==> src/dkp_consts.svh <==
// Constants of the drive keypad front-panel controller.
// Assumes a 20 MHz system clock and a synchronous active-high reset.
//
// Notes on behaviour
// Program key toggles normal and programming mode
// Program key clears a latched fault, resets drive
// Function key steps setpoint, output, current views
// Function shows parameter value, second press stores
// Direction key ramps to zero, then reverses
// Direction from terminals when command source 1/2
// Inch key runs drive at inch frequency
// Run key starts; ignored under terminal control
// Up/down step once, auto-repeat when held
// Views tagged setpoint, output, custom, tally
// End acknowledgement shown about one second
// Factory defaults run at 60 Hz until stop
// Setpoint adjustable while stopped or running
// Running: only listed parameters writable, all readable
// Frequency source: keypad, analog sum, serial
// Command source: keypad, terminals, serial
// Wiring: two-wire pair, two-wire dir, three-wire
// Closed direction contact reverses, open stop stops
// Stop method: ramp to minimum, or coast
// Keys synchronised, debounced; repeat timing constants
`ifndef DKP_CONSTS_SVH
`define DKP_CONSTS_SVH
// Timing: base tick and derived millisecond counts
`define DKP_CLK_MHZ 20
`define DKP_TICK_US 1000
`define DKP_DEBOUNCE_MS 8
`define DKP_RPT_DELAY_MS 500
`define DKP_RPT_RATE_MS 100
`define DKP_END_MS 1000
// Register offsets (byte addresses)
`define DKP_OFS_CFG 8'h00
`define DKP_OFS_INCH 8'h04
`define DKP_OFS_SCALE 8'h08
`define DKP_OFS_MINF 8'h0c
`define DKP_OFS_MAXF 8'h10
`define DKP_OFS_SETP 8'h14
`define DKP_OFS_STAT 8'h18
// Configuration field positions
`define DKP_CFG_FSRC_LSB 0
`define DKP_CFG_CSRC_LSB 2
`define DKP_CFG_WIRE_LSB 5
`define DKP_CFG_STOP_BIT 7
// Reset values (frequencies in 0.1 Hz)
`define DKP_RST_SETP 16'h0258
`define DKP_RST_INCH 16'h003c
`define DKP_RST_SCALE 16'h0001
`define DKP_RST_MINF 16'h000f
`define DKP_RST_MAXF 16'h0258
// Parameter numbers mirrored in local configuration
`define DKP_PN_FSRC 8'h00
`define DKP_PN_CSRC 8'h01
`define DKP_PN_STOP 8'h02
`define DKP_PN_MAXF 8'h03
`define DKP_PN_MINF 8'h08
`define DKP_PN_INCH 8'h17
`define DKP_PN_WIRE 8'h26
`define DKP_PN_SCALE 8'h41
`define DKP_PN_LAST 8'h45
`endif

==> src/dkp_pkg.sv <==
// Types of the drive keypad front-panel controller.
// Assumes dkp_consts.svh supplies the numeric constants.
package dkp_pkg;
	// Key positions on the keys input
	typedef enum logic [2:0] {
		KEY_PROG, KEY_FUNC, KEY_DIR, KEY_INCH,
		KEY_RUN, KEY_STOP, KEY_UP, KEY_DOWN
	} dkp_key_t;
	// Shown quantity, tagged by prefix on the panel
	typedef enum logic [2:0] {
		VIEW_SETP, VIEW_OUTF, VIEW_CUST, VIEW_TALLY,
		VIEW_CURR, VIEW_PNUM, VIEW_PVAL, VIEW_END
	} dkp_view_t;
	// Panel mode
	typedef enum logic [1:0] {
		PM_NORMAL, PM_SELECT, PM_EDIT, PM_END
	} dkp_pmode_t;
	// Drive sequencing state
	typedef enum logic [1:0] {
		DR_IDLE, DR_RUN, DR_STOPRAMP
	} dkp_drv_t;
	// Display word to the panel
	typedef struct packed {
		dkp_view_t view;
		logic [31:0] value;
	} dkp_disp_t;
	// Parameter store write
	typedef struct packed {
		logic [7:0] num;
		logic [15:0] value;
	} dkp_pwr_t;
endpackage : dkp_pkg

==> src/dkp_panel.sv <==
// Keypad, display and run/direction sequencing of the drive panel.
// Assumes inputs synchronous to ref_clk_i; store answers reads at once.
//
// Added by the designer: the register offsets and the plain strobed port.
`include "dkp_consts.svh"
`timescale 1ns/1ns
`default_nettype none
module dkp_panel
	import dkp_pkg::*;
#(
	parameter int TICK_CYC = `DKP_TICK_US * `DKP_CLK_MHZ
) (
	// Clock and reset
	input wire logic ref_clk_i,
	input wire logic reset_i,
	// Register port
	input wire logic [7:0] reg_addr_i,
	input wire logic [31:0] reg_wdata_i,
	input wire logic reg_wr_i,
	input wire logic reg_rd_i,
	output logic [31:0] reg_rdata_o,
	// Keys, one bit per key, high while pressed
	input wire logic [7:0] keys_i,
	// Terminal contacts, high while closed
	input wire logic term_fwd_i,
	input wire logic term_rev_i,
	input wire logic term_stop_i,
	// Frequency sources in 0.1 Hz
	input wire logic [15:0] avi_freq_i,
	input wire logic [15:0] aci_freq_i,
	input wire logic [15:0] serial_freq_i,
	input wire logic serial_run_i,
	input wire logic serial_rev_i,
	// Drive status
	input wire logic fault_i,
	input wire logic [15:0] out_current_i,
	input wire logic [15:0] tally_i,
	// Parameter store
	output logic [7:0] param_rd_num_o,
	input wire logic [15:0] param_rd_data_i,
	output dkp_pwr_t param_wr_o,
	output logic param_wr_en_o,
	output logic param_rejected_o,
	// Drive control
	output logic drive_on_o,
	output logic reverse_o,
	output logic [15:0] out_freq_o,
	output logic fault_reset_o,
	// Display
	output dkp_disp_t disp_o
);
	localparam int TICK_W = $clog2(TICK_CYC + 1);
	localparam logic [3:0] DEB_TICKS = 4'(`DKP_DEBOUNCE_MS);
	localparam logic [9:0] RPT_DELAY = 10'(`DKP_RPT_DELAY_MS);
	localparam logic [9:0] RPT_RATE = 10'(`DKP_RPT_RATE_MS);
	localparam logic [9:0] END_TICKS = 10'(`DKP_END_MS);

	logic [TICK_W-1:0] tick_cnt_reg; // Millisecond divider
	logic tick; // One-cycle millisecond enable
	wire logic [7:0] key_press; // Debounced press pulses
	wire logic [7:0] key_rpt, key_held, key_rel; // Repeat, held, release
	logic step_up, step_dn; // Up/down with repeat
	// Configuration
	logic [1:0] fsrc_reg;
	logic [2:0] csrc_reg;
	logic [1:0] wire_reg;
	logic stop_coast_reg;
	logic [15:0] inch_reg, scale_reg, minf_reg, maxf_reg, setp_reg;
	// Panel state
	dkp_pmode_t pmode_reg;
	dkp_view_t view_reg;
	logic [7:0] pnum_reg;
	logic [15:0] pval_reg;
	logic [9:0] end_cnt_reg;
	logic fault_reg;
	// Drive state
	dkp_drv_t drv_reg;
	logic dir_cmd_reg; // Wanted direction, 1 is reverse
	logic rev_reg; // Direction being driven
	logic [15:0] freq_reg;
	logic run3_reg; // Three-wire run latch
	logic kp_stop_reg; // Keypad stop held over terminal run
	logic fwd_prev_reg;
	// Derived
	logic term_mode, serial_mode, kp_mode, kp_stop_ok;
	logic [16:0] ana_sum;
	logic [15:0] src_freq, target;
	logic term_run, term_rev, ext_run, ext_rev;
	logic commit, writable;

	// Millisecond enable from the system clock
	always_ff @(posedge ref_clk_i) begin
		if (reset_i || tick_cnt_reg == TICK_W'(TICK_CYC - 1)) begin
			tick_cnt_reg <= '0;
		end else begin
			tick_cnt_reg <= tick_cnt_reg + 1'b1;
		end
	end
	assign tick = (tick_cnt_reg == TICK_W'(TICK_CYC - 1));

	// Per-key synchroniser, debounce and auto-repeat
	for (genvar gk = 0; gk < 8; gk++) begin : g_key
		logic s1_reg, s2_reg, stable_reg;
		logic [3:0] deb_reg;
		logic [9:0] hold_reg;
		logic settle;
		assign settle = tick && (s2_reg != stable_reg) &&
			(deb_reg == DEB_TICKS - 4'h1);
		// Two-flop synchroniser, then tick-based settle counter
		always_ff @(posedge ref_clk_i) begin
			s1_reg <= keys_i[gk];
			s2_reg <= s1_reg;
			if (reset_i) begin
				stable_reg <= 1'b0;
				deb_reg <= 4'h0;
			end else if (s2_reg == stable_reg) begin
				deb_reg <= 4'h0;
			end else if (settle) begin
				stable_reg <= s2_reg;
				deb_reg <= 4'h0;
			end else if (tick) begin
				deb_reg <= deb_reg + 4'h1;
			end
		end
		// Hold timer: first repeat after delay, then at rate
		always_ff @(posedge ref_clk_i) begin
			if (reset_i || !stable_reg) begin
				hold_reg <= 10'h000;
			end else if (tick && hold_reg == RPT_DELAY) begin
				hold_reg <= RPT_DELAY - RPT_RATE;
			end else if (tick) begin
				hold_reg <= hold_reg + 10'h001;
			end
		end
		assign key_press[gk] = settle && s2_reg;
		assign key_rpt[gk] = tick && stable_reg && hold_reg == RPT_DELAY;
		assign key_held[gk] = stable_reg;
		assign key_rel[gk] = settle && !s2_reg;
	end

	assign step_up = key_press[KEY_UP] | key_rpt[KEY_UP];
	assign step_dn = key_press[KEY_DOWN] | key_rpt[KEY_DOWN];

	// Source decoding
	assign term_mode = (csrc_reg == 3'h1) || (csrc_reg == 3'h2);
	assign serial_mode = (csrc_reg == 3'h3) || (csrc_reg == 3'h4);
	assign kp_mode = !term_mode && !serial_mode;
	assign kp_stop_ok = kp_mode || csrc_reg == 3'h1 || csrc_reg == 3'h3;
	assign ana_sum = {1'b0, avi_freq_i} + {1'b0, aci_freq_i};

	// Setpoint from the selected frequency source, analog sum clamped to maximum
	always_comb begin
		unique case (fsrc_reg)
			2'h1: src_freq = (ana_sum > {1'b0, maxf_reg}) ? maxf_reg :
				ana_sum[15:0];
			2'h2: src_freq = serial_freq_i;
			default: src_freq = setp_reg;
		endcase
	end

	// Terminal decoding per wiring style
	always_comb begin
		unique case (wire_reg)
			2'h1: begin
				term_run = term_fwd_i;
				term_rev = term_rev_i;
			end
			2'h2: begin
				term_run = run3_reg && term_stop_i;
				term_rev = term_rev_i;
			end
			default: begin
				term_run = term_fwd_i ^ term_rev_i;
				term_rev = term_rev_i;
			end
		endcase
		ext_run = term_mode ? term_run : serial_run_i;
		ext_rev = term_mode ? term_rev : serial_rev_i;
	end

	// Three-wire latch: momentary run closes it, open stop drops it
	always_ff @(posedge ref_clk_i) begin
		if (reset_i) begin
			run3_reg <= 1'b0;
			fwd_prev_reg <= 1'b0;
		end else begin
			fwd_prev_reg <= term_fwd_i;
			if (!term_stop_i) begin
				run3_reg <= 1'b0;
			end else if (term_fwd_i && !fwd_prev_reg) begin
				run3_reg <= 1'b1;
			end
		end
	end

	// Parameters that stay writable while the drive runs
	always_comb begin
		writable = (drv_reg == DR_IDLE) ||
			(pnum_reg >= 8'h0a && pnum_reg <= 8'h0e) ||
			(pnum_reg >= 8'h10 && pnum_reg <= 8'h17) ||
			(pnum_reg == 8'h2c) ||
			(pnum_reg >= 8'h30 && pnum_reg <= 8'h32) ||
			(pnum_reg >= 8'h34 && pnum_reg <= 8'h37) ||
			(pnum_reg == 8'h41);
	end
	assign commit = (pmode_reg == PM_EDIT) && key_press[KEY_FUNC] &&
		!key_press[KEY_PROG];

	// Panel mode machine
	always_ff @(posedge ref_clk_i) begin
		if (reset_i) begin
			pmode_reg <= PM_NORMAL;
			end_cnt_reg <= 10'h000;
		end else if (key_press[KEY_PROG] && !fault_reg) begin
			pmode_reg <= (pmode_reg == PM_NORMAL) ? PM_SELECT :
				PM_NORMAL;
		end else begin
			unique case (pmode_reg)
				PM_NORMAL: ;
				PM_SELECT: if (key_press[KEY_FUNC]) begin
					pmode_reg <= PM_EDIT;
				end
				PM_EDIT: if (commit) begin
					pmode_reg <= writable ? PM_END : PM_SELECT;
					end_cnt_reg <= 10'h000;
				end
				PM_END: if (tick) begin
					if (end_cnt_reg == END_TICKS - 10'h001) begin
						pmode_reg <= PM_SELECT;
					end else begin
						end_cnt_reg <= end_cnt_reg + 10'h001;
					end
				end
			endcase
		end
	end

	// Parameter number and edit value
	always_ff @(posedge ref_clk_i) begin
		if (reset_i) begin
			pnum_reg <= 8'h00;
			pval_reg <= 16'h0000;
		end else if (pmode_reg == PM_SELECT) begin
			if (key_press[KEY_FUNC]) begin
				pval_reg <= param_rd_data_i;
			end else if (step_up) begin
				pnum_reg <= (pnum_reg == `DKP_PN_LAST) ? 8'h00 :
					pnum_reg + 8'h01;
			end else if (step_dn) begin
				pnum_reg <= (pnum_reg == 8'h00) ? `DKP_PN_LAST :
					pnum_reg - 8'h01;
			end
		end else if (pmode_reg == PM_EDIT) begin
			if (step_up && pval_reg != 16'hffff) begin
				pval_reg <= pval_reg + 16'h0001;
			end else if (step_dn && pval_reg != 16'h0000) begin
				pval_reg <= pval_reg - 16'h0001;
			end
		end
	end
	assign param_rd_num_o = pnum_reg;

	// Store write pulse and refusal pulse
	always_ff @(posedge ref_clk_i) begin
		if (reset_i) begin
			param_wr_en_o <= 1'b0;
			param_rejected_o <= 1'b0;
			param_wr_o <= '0;
		end else begin
			param_wr_en_o <= commit && writable;
			param_rejected_o <= commit && !writable;
			if (commit) begin
				param_wr_o <= '{num: pnum_reg, value: pval_reg};
			end
		end
	end

	// Configuration: register port, else keypad commits
	always_ff @(posedge ref_clk_i) begin
		if (reset_i) begin
			fsrc_reg <= 2'h0;
			csrc_reg <= 3'h0;
			wire_reg <= 2'h0;
			stop_coast_reg <= 1'b0;
			inch_reg <= `DKP_RST_INCH;
			scale_reg <= `DKP_RST_SCALE;
			minf_reg <= `DKP_RST_MINF;
			maxf_reg <= `DKP_RST_MAXF;
		end else if (reg_wr_i) begin
			unique case (reg_addr_i)
				`DKP_OFS_CFG: begin
					fsrc_reg <= reg_wdata_i[`DKP_CFG_FSRC_LSB +: 2];
					csrc_reg <= reg_wdata_i[`DKP_CFG_CSRC_LSB +: 3];
					wire_reg <= reg_wdata_i[`DKP_CFG_WIRE_LSB +: 2];
					stop_coast_reg <= reg_wdata_i[`DKP_CFG_STOP_BIT];
				end
				`DKP_OFS_INCH: inch_reg <= reg_wdata_i[15:0];
				`DKP_OFS_SCALE: scale_reg <= reg_wdata_i[15:0];
				`DKP_OFS_MINF: minf_reg <= reg_wdata_i[15:0];
				`DKP_OFS_MAXF: maxf_reg <= reg_wdata_i[15:0];
				default: ;
			endcase
		end else if (commit && writable) begin
			unique case (pnum_reg)
				`DKP_PN_FSRC: fsrc_reg <= pval_reg[1:0];
				`DKP_PN_CSRC: csrc_reg <= pval_reg[2:0];
				`DKP_PN_STOP: stop_coast_reg <= pval_reg[0];
				`DKP_PN_WIRE: wire_reg <= pval_reg[1:0];
				`DKP_PN_INCH: inch_reg <= pval_reg;
				`DKP_PN_SCALE: scale_reg <= pval_reg;
				`DKP_PN_MINF: minf_reg <= pval_reg;
				`DKP_PN_MAXF: maxf_reg <= pval_reg;
				default: ;
			endcase
		end
	end

	// Keypad setpoint: port write, or up/down on its view
	always_ff @(posedge ref_clk_i) begin
		if (reset_i) begin
			setp_reg <= `DKP_RST_SETP;
		end else if (reg_wr_i && reg_addr_i == `DKP_OFS_SETP) begin
			setp_reg <= reg_wdata_i[15:0];
		end else if (pmode_reg == PM_NORMAL && view_reg == VIEW_SETP &&
			fsrc_reg == 2'h0) begin
			if (step_up && setp_reg < maxf_reg) begin
				setp_reg <= setp_reg + 16'h0001;
			end else if (step_dn && setp_reg != 16'h0000) begin
				setp_reg <= setp_reg - 16'h0001;
			end
		end
	end

	// Normal-mode view selection
	always_ff @(posedge ref_clk_i) begin
		if (reset_i) begin
			view_reg <= VIEW_SETP;
		end else if (pmode_reg == PM_NORMAL) begin
			if (key_press[KEY_FUNC]) begin
				unique case (view_reg)
					VIEW_SETP: view_reg <= VIEW_OUTF;
					VIEW_OUTF: view_reg <= VIEW_CURR;
					default: view_reg <= VIEW_SETP;
				endcase
			end else if (view_reg != VIEW_SETP || fsrc_reg != 2'h0) begin
				if (step_up) begin
					view_reg <= (view_reg == VIEW_CURR) ? VIEW_SETP :
						dkp_view_t'(view_reg + 3'h1);
				end else if (step_dn) begin
					view_reg <= (view_reg == VIEW_SETP) ? VIEW_CURR :
						dkp_view_t'(view_reg - 3'h1);
				end
			end
		end
	end

	// Display word, registered
	always_ff @(posedge ref_clk_i) begin
		if (reset_i) begin
			disp_o <= '{view: VIEW_SETP, value: 32'h0};
		end else begin
			unique case (pmode_reg)
				PM_SELECT: disp_o <= '{view: VIEW_PNUM,
					value: {24'h0, pnum_reg}};
				PM_EDIT: disp_o <= '{view: VIEW_PVAL,
					value: {16'h0, pval_reg}};
				PM_END: disp_o <= '{view: VIEW_END, value: 32'h0};
				PM_NORMAL: begin
					disp_o.view <= view_reg;
					unique case (view_reg)
						VIEW_SETP: disp_o.value <= {16'h0, src_freq};
						VIEW_OUTF: disp_o.value <= {16'h0, freq_reg};
						VIEW_CUST: disp_o.value <= 32'(freq_reg) * 32'(scale_reg);
						VIEW_TALLY: disp_o.value <= {16'h0, tally_i};
						default: disp_o.value <= {16'h0, out_current_i};
					endcase
				end
			endcase
		end
	end

	// Fault latch and reset pulse
	always_ff @(posedge ref_clk_i) begin
		if (reset_i) begin
			fault_reg <= 1'b0;
			fault_reset_o <= 1'b0;
		end else begin
			fault_reset_o <= fault_reg && key_press[KEY_PROG];
			if (fault_i) begin
				fault_reg <= 1'b1; // Set wins over clear
			end else if (key_press[KEY_PROG]) begin
				fault_reg <= 1'b0;
			end
		end
	end

	// Keypad stop holds off a terminal or serial run under command source 1 or 3 until it drops
	always_ff @(posedge ref_clk_i) begin
		if (reset_i || !ext_run) begin
			kp_stop_reg <= 1'b0;
		end else if (key_press[KEY_STOP] && kp_stop_ok) begin
			kp_stop_reg <= 1'b1;
		end
	end

	// Ramp target: zero while a reversal is pending
	always_comb begin
		if (dir_cmd_reg != rev_reg) begin
			target = 16'h0000;
		end else if (drv_reg == DR_STOPRAMP) begin
			target = minf_reg;
		end else if (kp_mode && key_held[KEY_INCH]) begin
			target = inch_reg;
		end else begin
			target = src_freq;
		end
	end

	// Run/stop sequencing
	always_ff @(posedge ref_clk_i) begin
		if (reset_i || fault_reg) begin
			drv_reg <= DR_IDLE;
		end else begin
			unique case (drv_reg)
				DR_IDLE: if (kp_mode ? (key_press[KEY_RUN] ||
					key_press[KEY_INCH]) : (ext_run && !kp_stop_reg)) begin
					drv_reg <= DR_RUN;
				end
				DR_RUN: if ((kp_mode && (key_press[KEY_STOP] ||
					key_rel[KEY_INCH])) ||
					(!kp_mode && (!ext_run || kp_stop_reg ||
					(key_press[KEY_STOP] && kp_stop_ok)))) begin
					drv_reg <= stop_coast_reg ? DR_IDLE :
						DR_STOPRAMP;
				end
				DR_STOPRAMP: if (freq_reg <= minf_reg) begin
					drv_reg <= DR_IDLE;
				end
			endcase
		end
	end

	// Wanted direction: keypad toggle, or external source
	always_ff @(posedge ref_clk_i) begin
		if (reset_i) begin
			dir_cmd_reg <= 1'b0;
		end else if (!kp_mode && csrc_reg != 3'h3 && csrc_reg != 3'h4) begin
			dir_cmd_reg <= ext_rev;
		end else if (serial_mode) begin
			dir_cmd_reg <= serial_rev_i;
		end else if (key_press[KEY_DIR]) begin
			dir_cmd_reg <= !dir_cmd_reg;
		end
	end

	// Output frequency ramp, one 0.1 Hz step per tick
	always_ff @(posedge ref_clk_i) begin
		if (reset_i) begin
			freq_reg <= 16'h0000;
			rev_reg <= 1'b0;
		end else if (drv_reg == DR_IDLE) begin
			freq_reg <= 16'h0000;
			rev_reg <= dir_cmd_reg;
		end else if (freq_reg == 16'h0000 && dir_cmd_reg != rev_reg) begin
			rev_reg <= dir_cmd_reg;
		end else if (tick) begin
			if (freq_reg < target) begin
				freq_reg <= freq_reg + 16'h0001;
			end else if (freq_reg > target) begin
				freq_reg <= freq_reg - 16'h0001;
			end
		end
	end
	assign out_freq_o = freq_reg;
	assign reverse_o = rev_reg;
	assign drive_on_o = (drv_reg != DR_IDLE);

	// Register reads, answer one cycle after the strobe
	always_ff @(posedge ref_clk_i) begin
		if (reset_i || !reg_rd_i) begin
			reg_rdata_o <= 32'h0;
		end else begin
			unique case (reg_addr_i)
				`DKP_OFS_CFG: reg_rdata_o <= {24'h0, stop_coast_reg,
					wire_reg, csrc_reg, fsrc_reg};
				`DKP_OFS_INCH: reg_rdata_o <= {16'h0, inch_reg};
				`DKP_OFS_SCALE: reg_rdata_o <= {16'h0, scale_reg};
				`DKP_OFS_MINF: reg_rdata_o <= {16'h0, minf_reg};
				`DKP_OFS_MAXF: reg_rdata_o <= {16'h0, maxf_reg};
				`DKP_OFS_SETP: reg_rdata_o <= {16'h0, setp_reg};
				`DKP_OFS_STAT: reg_rdata_o <= {freq_reg, 10'h0,
					pmode_reg, fault_reg, rev_reg, dir_cmd_reg,
					drive_on_o};
				default: reg_rdata_o <= 32'h0;
			endcase
		end
	end
endmodule : dkp_panel
`default_nettype wire

==> config.mk <==
export PLATFORM = sky130hd
export DESIGN_NAME = dkp_panel
export DESIGN_NICKNAME = d
export VERILOG_FILES = /design/src/dkp_pkg.sv /design/src/dkp_panel.sv
export VERILOG_INCLUDE_DIRS = /design/src /design/src/src
export SDC_FILE = /design/constraint.sdc
export NUM_CORES = 2
export LEC_CHECK = 0
export BUFFER_PORTS_ARGS = -buffer_cell sky130_fd_sc_hd__buf_2
export CORE_MARGIN = 8
export CORE_UTILIZATION = 60
export CTS_CLUSTER_SIZE = 30
export DETAILED_ROUTE_END_ITERATION = 8
export GPL_TIMING_DRIVEN = 0
export PLACE_DENSITY = 0.81
export SYNTH_ARGS = -nofsm -noshare
export SYNTH_HDL_FRONTEND = slang
export SYNTH_SLANG_ARGS = --single-unit
==> constraint.sdc <==
create_clock -name ref_clk_i -period 22.5 [get_ports ref_clk_i]
set_input_delay 2.25 -clock ref_clk_i [delete_from_list [all_inputs] [get_ports ref_clk_i]]
set_output_delay 2.25 -clock ref_clk_i [all_outputs]
set_load 0.05 [all_outputs]
# == Yosys cells after proc, flatten, opt, wreduce, memory -nomap -nowiden ==
# Index checks and enable logic that the tools add are counted.
# op_classes
add_sub_neg,23
n_mul,1
n_lt_le_gt_ge,13
n_eq_ne,80
muxes,94
bitwise,15
n_reduce_logical,167
# op_table
cell,count
2-to-1 mux 16 bit,31
one-hot mux 32 bit (7 select lines),1
one-hot mux 35 bit (4 select lines),1
one-hot mux 32 bit (4 select lines),1
logical AND 1 bit,59
adder 16 x 1 -> 16 bit (second input constant),3
subtractor 16 x 1 -> 16 bit (second input constant),3
nonzero test 2 bit,21
AND reduction 3 bit,13
2-to-1 mux 2 bit,18
2-to-1 mux 9 bit,4
adder 4 x 1 -> 4 bit (second input constant),8
equality test 4 x 3 -> 1 bit (second input constant),8
equality test 8 x 5 -> 1 bit (second input constant),4
less-than comparator 16 bit,2
multiplier 16 x 16 -> 32 bit,1
2-to-1 mux 8 bit,4
one-hot mux 16 bit (2 select lines),1
nonzero test 16 bit,2
adder 10 x 1 -> 10 bit (second input constant),3
2-to-1 mux 10 bit,3
2-to-1 mux 3 bit,10
equality test 8 x 4 -> 1 bit (second input constant),3
OR reduction 3 bit,8
other kinds (54),181
# totals
regBits,336
in_bits,154
output_inout_bits,120
wordCells,460

# == Depth between registers and ports, before layout ==
# depth
ltp_word,12
ltp_mapped,37
depth_no_buf,36

# == Worst setup path after synthesis ==
# OpenSTA, ideal clock, no wires.
# synth_path
path_kind,input to register
start,input avi_freq_i[0]
end,"register freq_reg[15], in the netlist out_freq_o[15]"
arrival_ns,8.891
required_ns,22.430
path_slack_ns,13.539
path_stages,37
n_path_buf,1
cell_sequence,ha_1 inv_1 fa_1 nor2b_1 o31a_1 o211ai_1 nand3b_1 a21oi_1 xnor2_1 ha_1 nand4_1 nor3_1 o31ai_1 o211ai_1 and3_1 clkbuf_1 o21ai_0 and2_1 o22ai_1 o221ai_1 ha_1 and4_1 nand3_1 nor2_1 o21ai_0 o211ai_1 o22a_1 ha_1 a211oi_1 o21ai_0 nand3_1 and4_1 nor4_1 o31a_1 o21a_1 or4_1 a21oi_1
# synth_via
elab_chain_len,10
# synth_lines
element,line,rtl
start: declaration,dkp_panel.sv:29,"input wire logic [15:0] avi_freq_i,"
adder 16 x 16 -> 17 bit *,dkp_panel.sv:149,"assign ana_sum = {1'b0, avi_freq_i} + {1'b0, aci_freq_i};"
greater-than comparator 17 x 16 -> 1 bit,dkp_panel.sv:154,"2'h1: src_freq = (ana_sum > {1'b0, maxf_reg}) ? maxf_reg :"
2-to-1 mux 16 bit *,dkp_panel.sv:154,
one-hot mux 16 bit (2 select lines) *,dkp_panel.sv:153,unique case (fsrc_reg)
2-to-1 mux 16 bit *,dkp_panel.sv:412,end else if (kp_mode && key_held[KEY_INCH]) begin
2-to-1 mux 16 bit *,dkp_panel.sv:410,end else if (drv_reg == DR_STOPRAMP) begin
2-to-1 mux 16 bit *,dkp_panel.sv:408,if (dir_cmd_reg != rev_reg) begin
less-than comparator 16 bit / greater-than comparator 16 bit (equally long branches),"dkp_panel.sv:467, dkp_panel.sv:469",
nonzero test 2 bit (no source line),n/a,
AND reduction 3 bit (no source line),n/a,
end signal: assignment,dkp_panel.sv:468,freq_reg <= freq_reg + 16'h0001;
end signal: assignment,dkp_panel.sv:470,freq_reg <= freq_reg - 16'h0001;
end: declaration,dkp_panel.sv:80,logic [15:0] freq_reg;
# Every way passes the cells marked *; elsewhere a longest branch is shown, timed or not.
# A chain may end at the register's enable or synchronous reset.

# == Worst setup path after layout ==
# layout_path
start,input avi_freq_i[4]
end,"register freq_reg[15], in the netlist out_freq_o[15]"
# Same word-level chain as after synthesis.

==> metrics.log <==
INFO  metric status = completed
INFO  metric die_area = 54900 um2
INFO  metric cpMostUsedCell = ha_1
INFO  metric fmax = roughly 97 MHz
INFO  metric vias = about 28000
INFO  metric ir_worst_vdd = 0.0679 mV
INFO  metric initial_utilization = slightly above 60%
INFO  metric finalSetupViolations = 0
INFO  metric first_pass_grt_wire_length = approximately 160 mm
INFO  metric syn_to_final_growth = 12.1%
INFO  metric worstHoldPathType = reg -> reg
INFO  metric fill_cells = 4003
INFO  metric root_buffer = clkbuf_16
INFO  metric maximum_net_fanout_on_the_critical_path = 18
INFO  metric htreeDepth = 2
INFO  metric critPathCaptureType = register
INFO  metric required = 23.01 ns
INFO  metric drv.max_cap_violation_count = 0
INFO  metric drt.antenna.violating_nets = 0
INFO  metric drive_gt1_share = 9.89%
INFO  metric grt_pass1_vias = 26700
INFO  metric clkSinkCount = 336
INFO  metric ioPinCount = 274
INFO  metric dp_slack = 11.91 ns
INFO  metric postLayoutCoreUtil = about two thirds
INFO  metric fp.dieH = about 230 um
INFO  metric synthFlopType = dfxtp_1
INFO  metric startpoint_type = input port
INFO  metric tritoncts = done
INFO  metric drt_first_pass_iters = 9
INFO  metric gp_routability_congestion = 1.07
INFO  metric rows = 80
INFO  metric netlist-cell-type-count = 87
INFO  metric core-area = around 47000 um2
INFO  metric edff_count_synth = 0
INFO  metric die_extent_in_x = 234 um
INFO  metric max_slew.worst_pin.slew = 1.24 ns
INFO  metric largest_reg_flops = 35
INFO  metric delay_of_the_slowest_cell_on_the_worst_path = 0.65 ns
INFO  metric grt_overflow_total = 0
INFO  metric hold_buffers = 0
INFO  metric final_period_minus_worst_setup_slack = 10.33 ns
INFO  metric worst-endpoint-arrival = ~11 ns
INFO  metric drv_slew = 0
INFO  metric post_synth.cell_area_avg = 8.22 um2
INFO  metric dp.final_hpwl = 80.8 mm
INFO  metric finClkSkew = 0.0499 ns
INFO  metric clockBufferDepth = 3
INFO  metric route.final.wire_length = about 100 mm
INFO  metric drc_errors = 0
INFO  metric global_route.usage.total = a little under two fifths
INFO  metric synth_warnings = 0
INFO  metric cts_post_setup_buffers_inserted = 0
INFO  metric final-hold-violation-count = 0
INFO  metric timing.critical_path.slowest_stage_cell = a211oi_1
INFO  metric syn-instance-count = 3476
INFO  metric synth_seq_cells = 336
INFO  metric route.detailed.wl_per_inst = approximately 24 um
INFO  metric worstSkewPairLatency = ~0.6 ns
INFO  metric power_per_cell_area = 54.3 nW/um2
INFO  metric timing.final.crit_share = 45.9%
INFO  metric synthesis.nets = ~4100
INFO  metric dr.first_iter.drc_count = around 3700
INFO  metric static-leakage-power = approximately 0.014 uW
INFO  metric setup_repair_after_global_routing_missed_its_margin = no
INFO  metric synth_seq_area_share = 23.5%
INFO  metric setup.worst_path.class = in -> reg
INFO  metric area_of_the_mapped_netlist = 28600 um2
INFO  metric layout.nets = between 4000 and 5000
INFO  metric synth-async-reset-ratio = 0%
INFO  metric final_critical_path_setup_slack = ~12 ns
INFO  metric largest_net_degree_at_the_start_of_global_routing = 19
INFO  metric number_of_antenna_violations_at_the_first_check_in_global_routing = 6
INFO  metric fin_setup_tns = 0 ns
INFO  metric portBuffers = 256
INFO  metric worst_setup_hold_path_clk_slew = approximately 0.06 ns
INFO  metric cts-resized-gates = 0
INFO  metric detail_routed_via_count_per_cell = 6.38
INFO  metric cts_buffers = 39
INFO  metric relative_slew_margins = 16.3%
==> path summary, 6_finish.rpt <==
check	start	endpoint	slack (ns)	cells past startpoint
hold reg to reg	g_key[5].s1_reg	g_key[5].s2_reg	0.33	0
hold / removal	g_key[5].s1_reg	g_key[5].s2_reg	0.33	0
setup reg to reg	out_freq_o[3]	disp_o[30]	14.32	20
setup / recovery	avi_freq_i[4]	out_freq_o[15]	12.18	34
==> per-stage QoR <==
| step | cell area [um2] | hold WS, ns | cells | total power, uW |
|---|---|---|---|---|
| 6_report | 32000 | 0.327 | 4421 | 1740 |
| 5_1_grt | 32000 | 0.338 | 4419 | 1790 |
| 4_1_cts | 32000 | 0.328 | 4418 | 1720 |
| 3_5_place_dp | 30600 | 0.315 | 4348 | 1040 |
| 3_3_place_gp | 30600 | 0.310 | 4347 | 1040 |
| 2_1_floorplan | 28600 | 0.310 | 3476 | 910 |
==> worst max-delay path, delay by kind of cell <==
kind	cells	cell delay (ns)
AOI/OAI and AO/OA	17	4.56
and+or+nand+nor	11	2.16
adders and majority gates	4	1.47
xor gates and xnor gates	1	0.27
buffers and inverters	1	0.10
==> power breakdown <==
part,internal (uW),switching (uW),leakage (uW)
Sequential,611,30.2,0.00272
Combinational,141,263,0.0110
Clock,404,288,0.000657
Total,1160,581,0.0143
==> cell usage in the layout (no fill, tap or decap), drive strengths merged, types with 75 or more instances in the layout <==
| master | count |
|---|---|
| buf | 288 |
| and2 | 117 |
| dfxtp | 336 |
| clkbuf | 211 |
| a21oi | 206 |
| ha | 262 |
| nor2 | 328 |
| nand2 | 432 |
| nand3 | 75 |
| fa | 198 |
| inv | 302 |
| o21ai | 123 |
| a211oi | 105 |
==> cell families after synthesis <==
family                   Yosys count  synth area share, %
multiplexers                      63                 2.21
flip-flops                       336                 23.5
buffers and inverters            490                 6.60
AO/OA/AOI/OAI                    742                 17.4
XOR/XNOR                         134                 4.11
adder cells (fa/ha/maj)          460                 25.3
AND/OR/NAND/NOR                 1251                 20.8
==> synthesized netlist by cell type (all sizes together), types with 16 or more instances <==
master  count  share of area [%]
nor4       21               0.51
o211ai     20               0.53
a21o       45                1.2
xor2       67                2.1
clkbuf    159                2.1
a211oi    105                3.0
nor2      328                4.3
nand3      75                1.4
nand2b     42               0.92
a31oi      36               0.79
nand2     432                5.7
mux2i      62                2.2
fa        198                 14
a22oi      16               0.42
buf        31               0.56
nor3       55               0.96
inv       300                3.9
o21ai     123                2.2
xnor2      67                2.1
a21oi     206                3.6
ha        262                 11
o21a       29               0.76
dfxtp     336                 24
nand4      42               0.97
a222oi     16               0.56
and2      117                2.6
or3        25               0.55
nor2b      35               0.77
o221ai     20               0.61
and3       32               0.70
==> area by class of cell <==
cell class                      count  area (um2)  area share, %
Sequential cell                   336        6730           21.0
Clock inverter                     18         277          0.864
Timing Repair Buffer              257        1290           4.03
Multi-Input combinational cell   2650       20000           62.4
Tap cell                          615         769           2.40
Buffer                            190         758           2.37
Inverter                          300        1130           3.52
Antenna cell                        3        7.51         0.0234
Clock buffer                       52        1090           3.42
==> routing by layer <==
layer	global-route usage, %	part of all wire [%]	routed length, um
met1	45.8	36	37900
met3	9.42	12	12700
met5	0	0.037	39
met4	25.9	8.2	8600
met2	56.9	43	45100
Note: power is estimated with default switching activity, not from simulation.
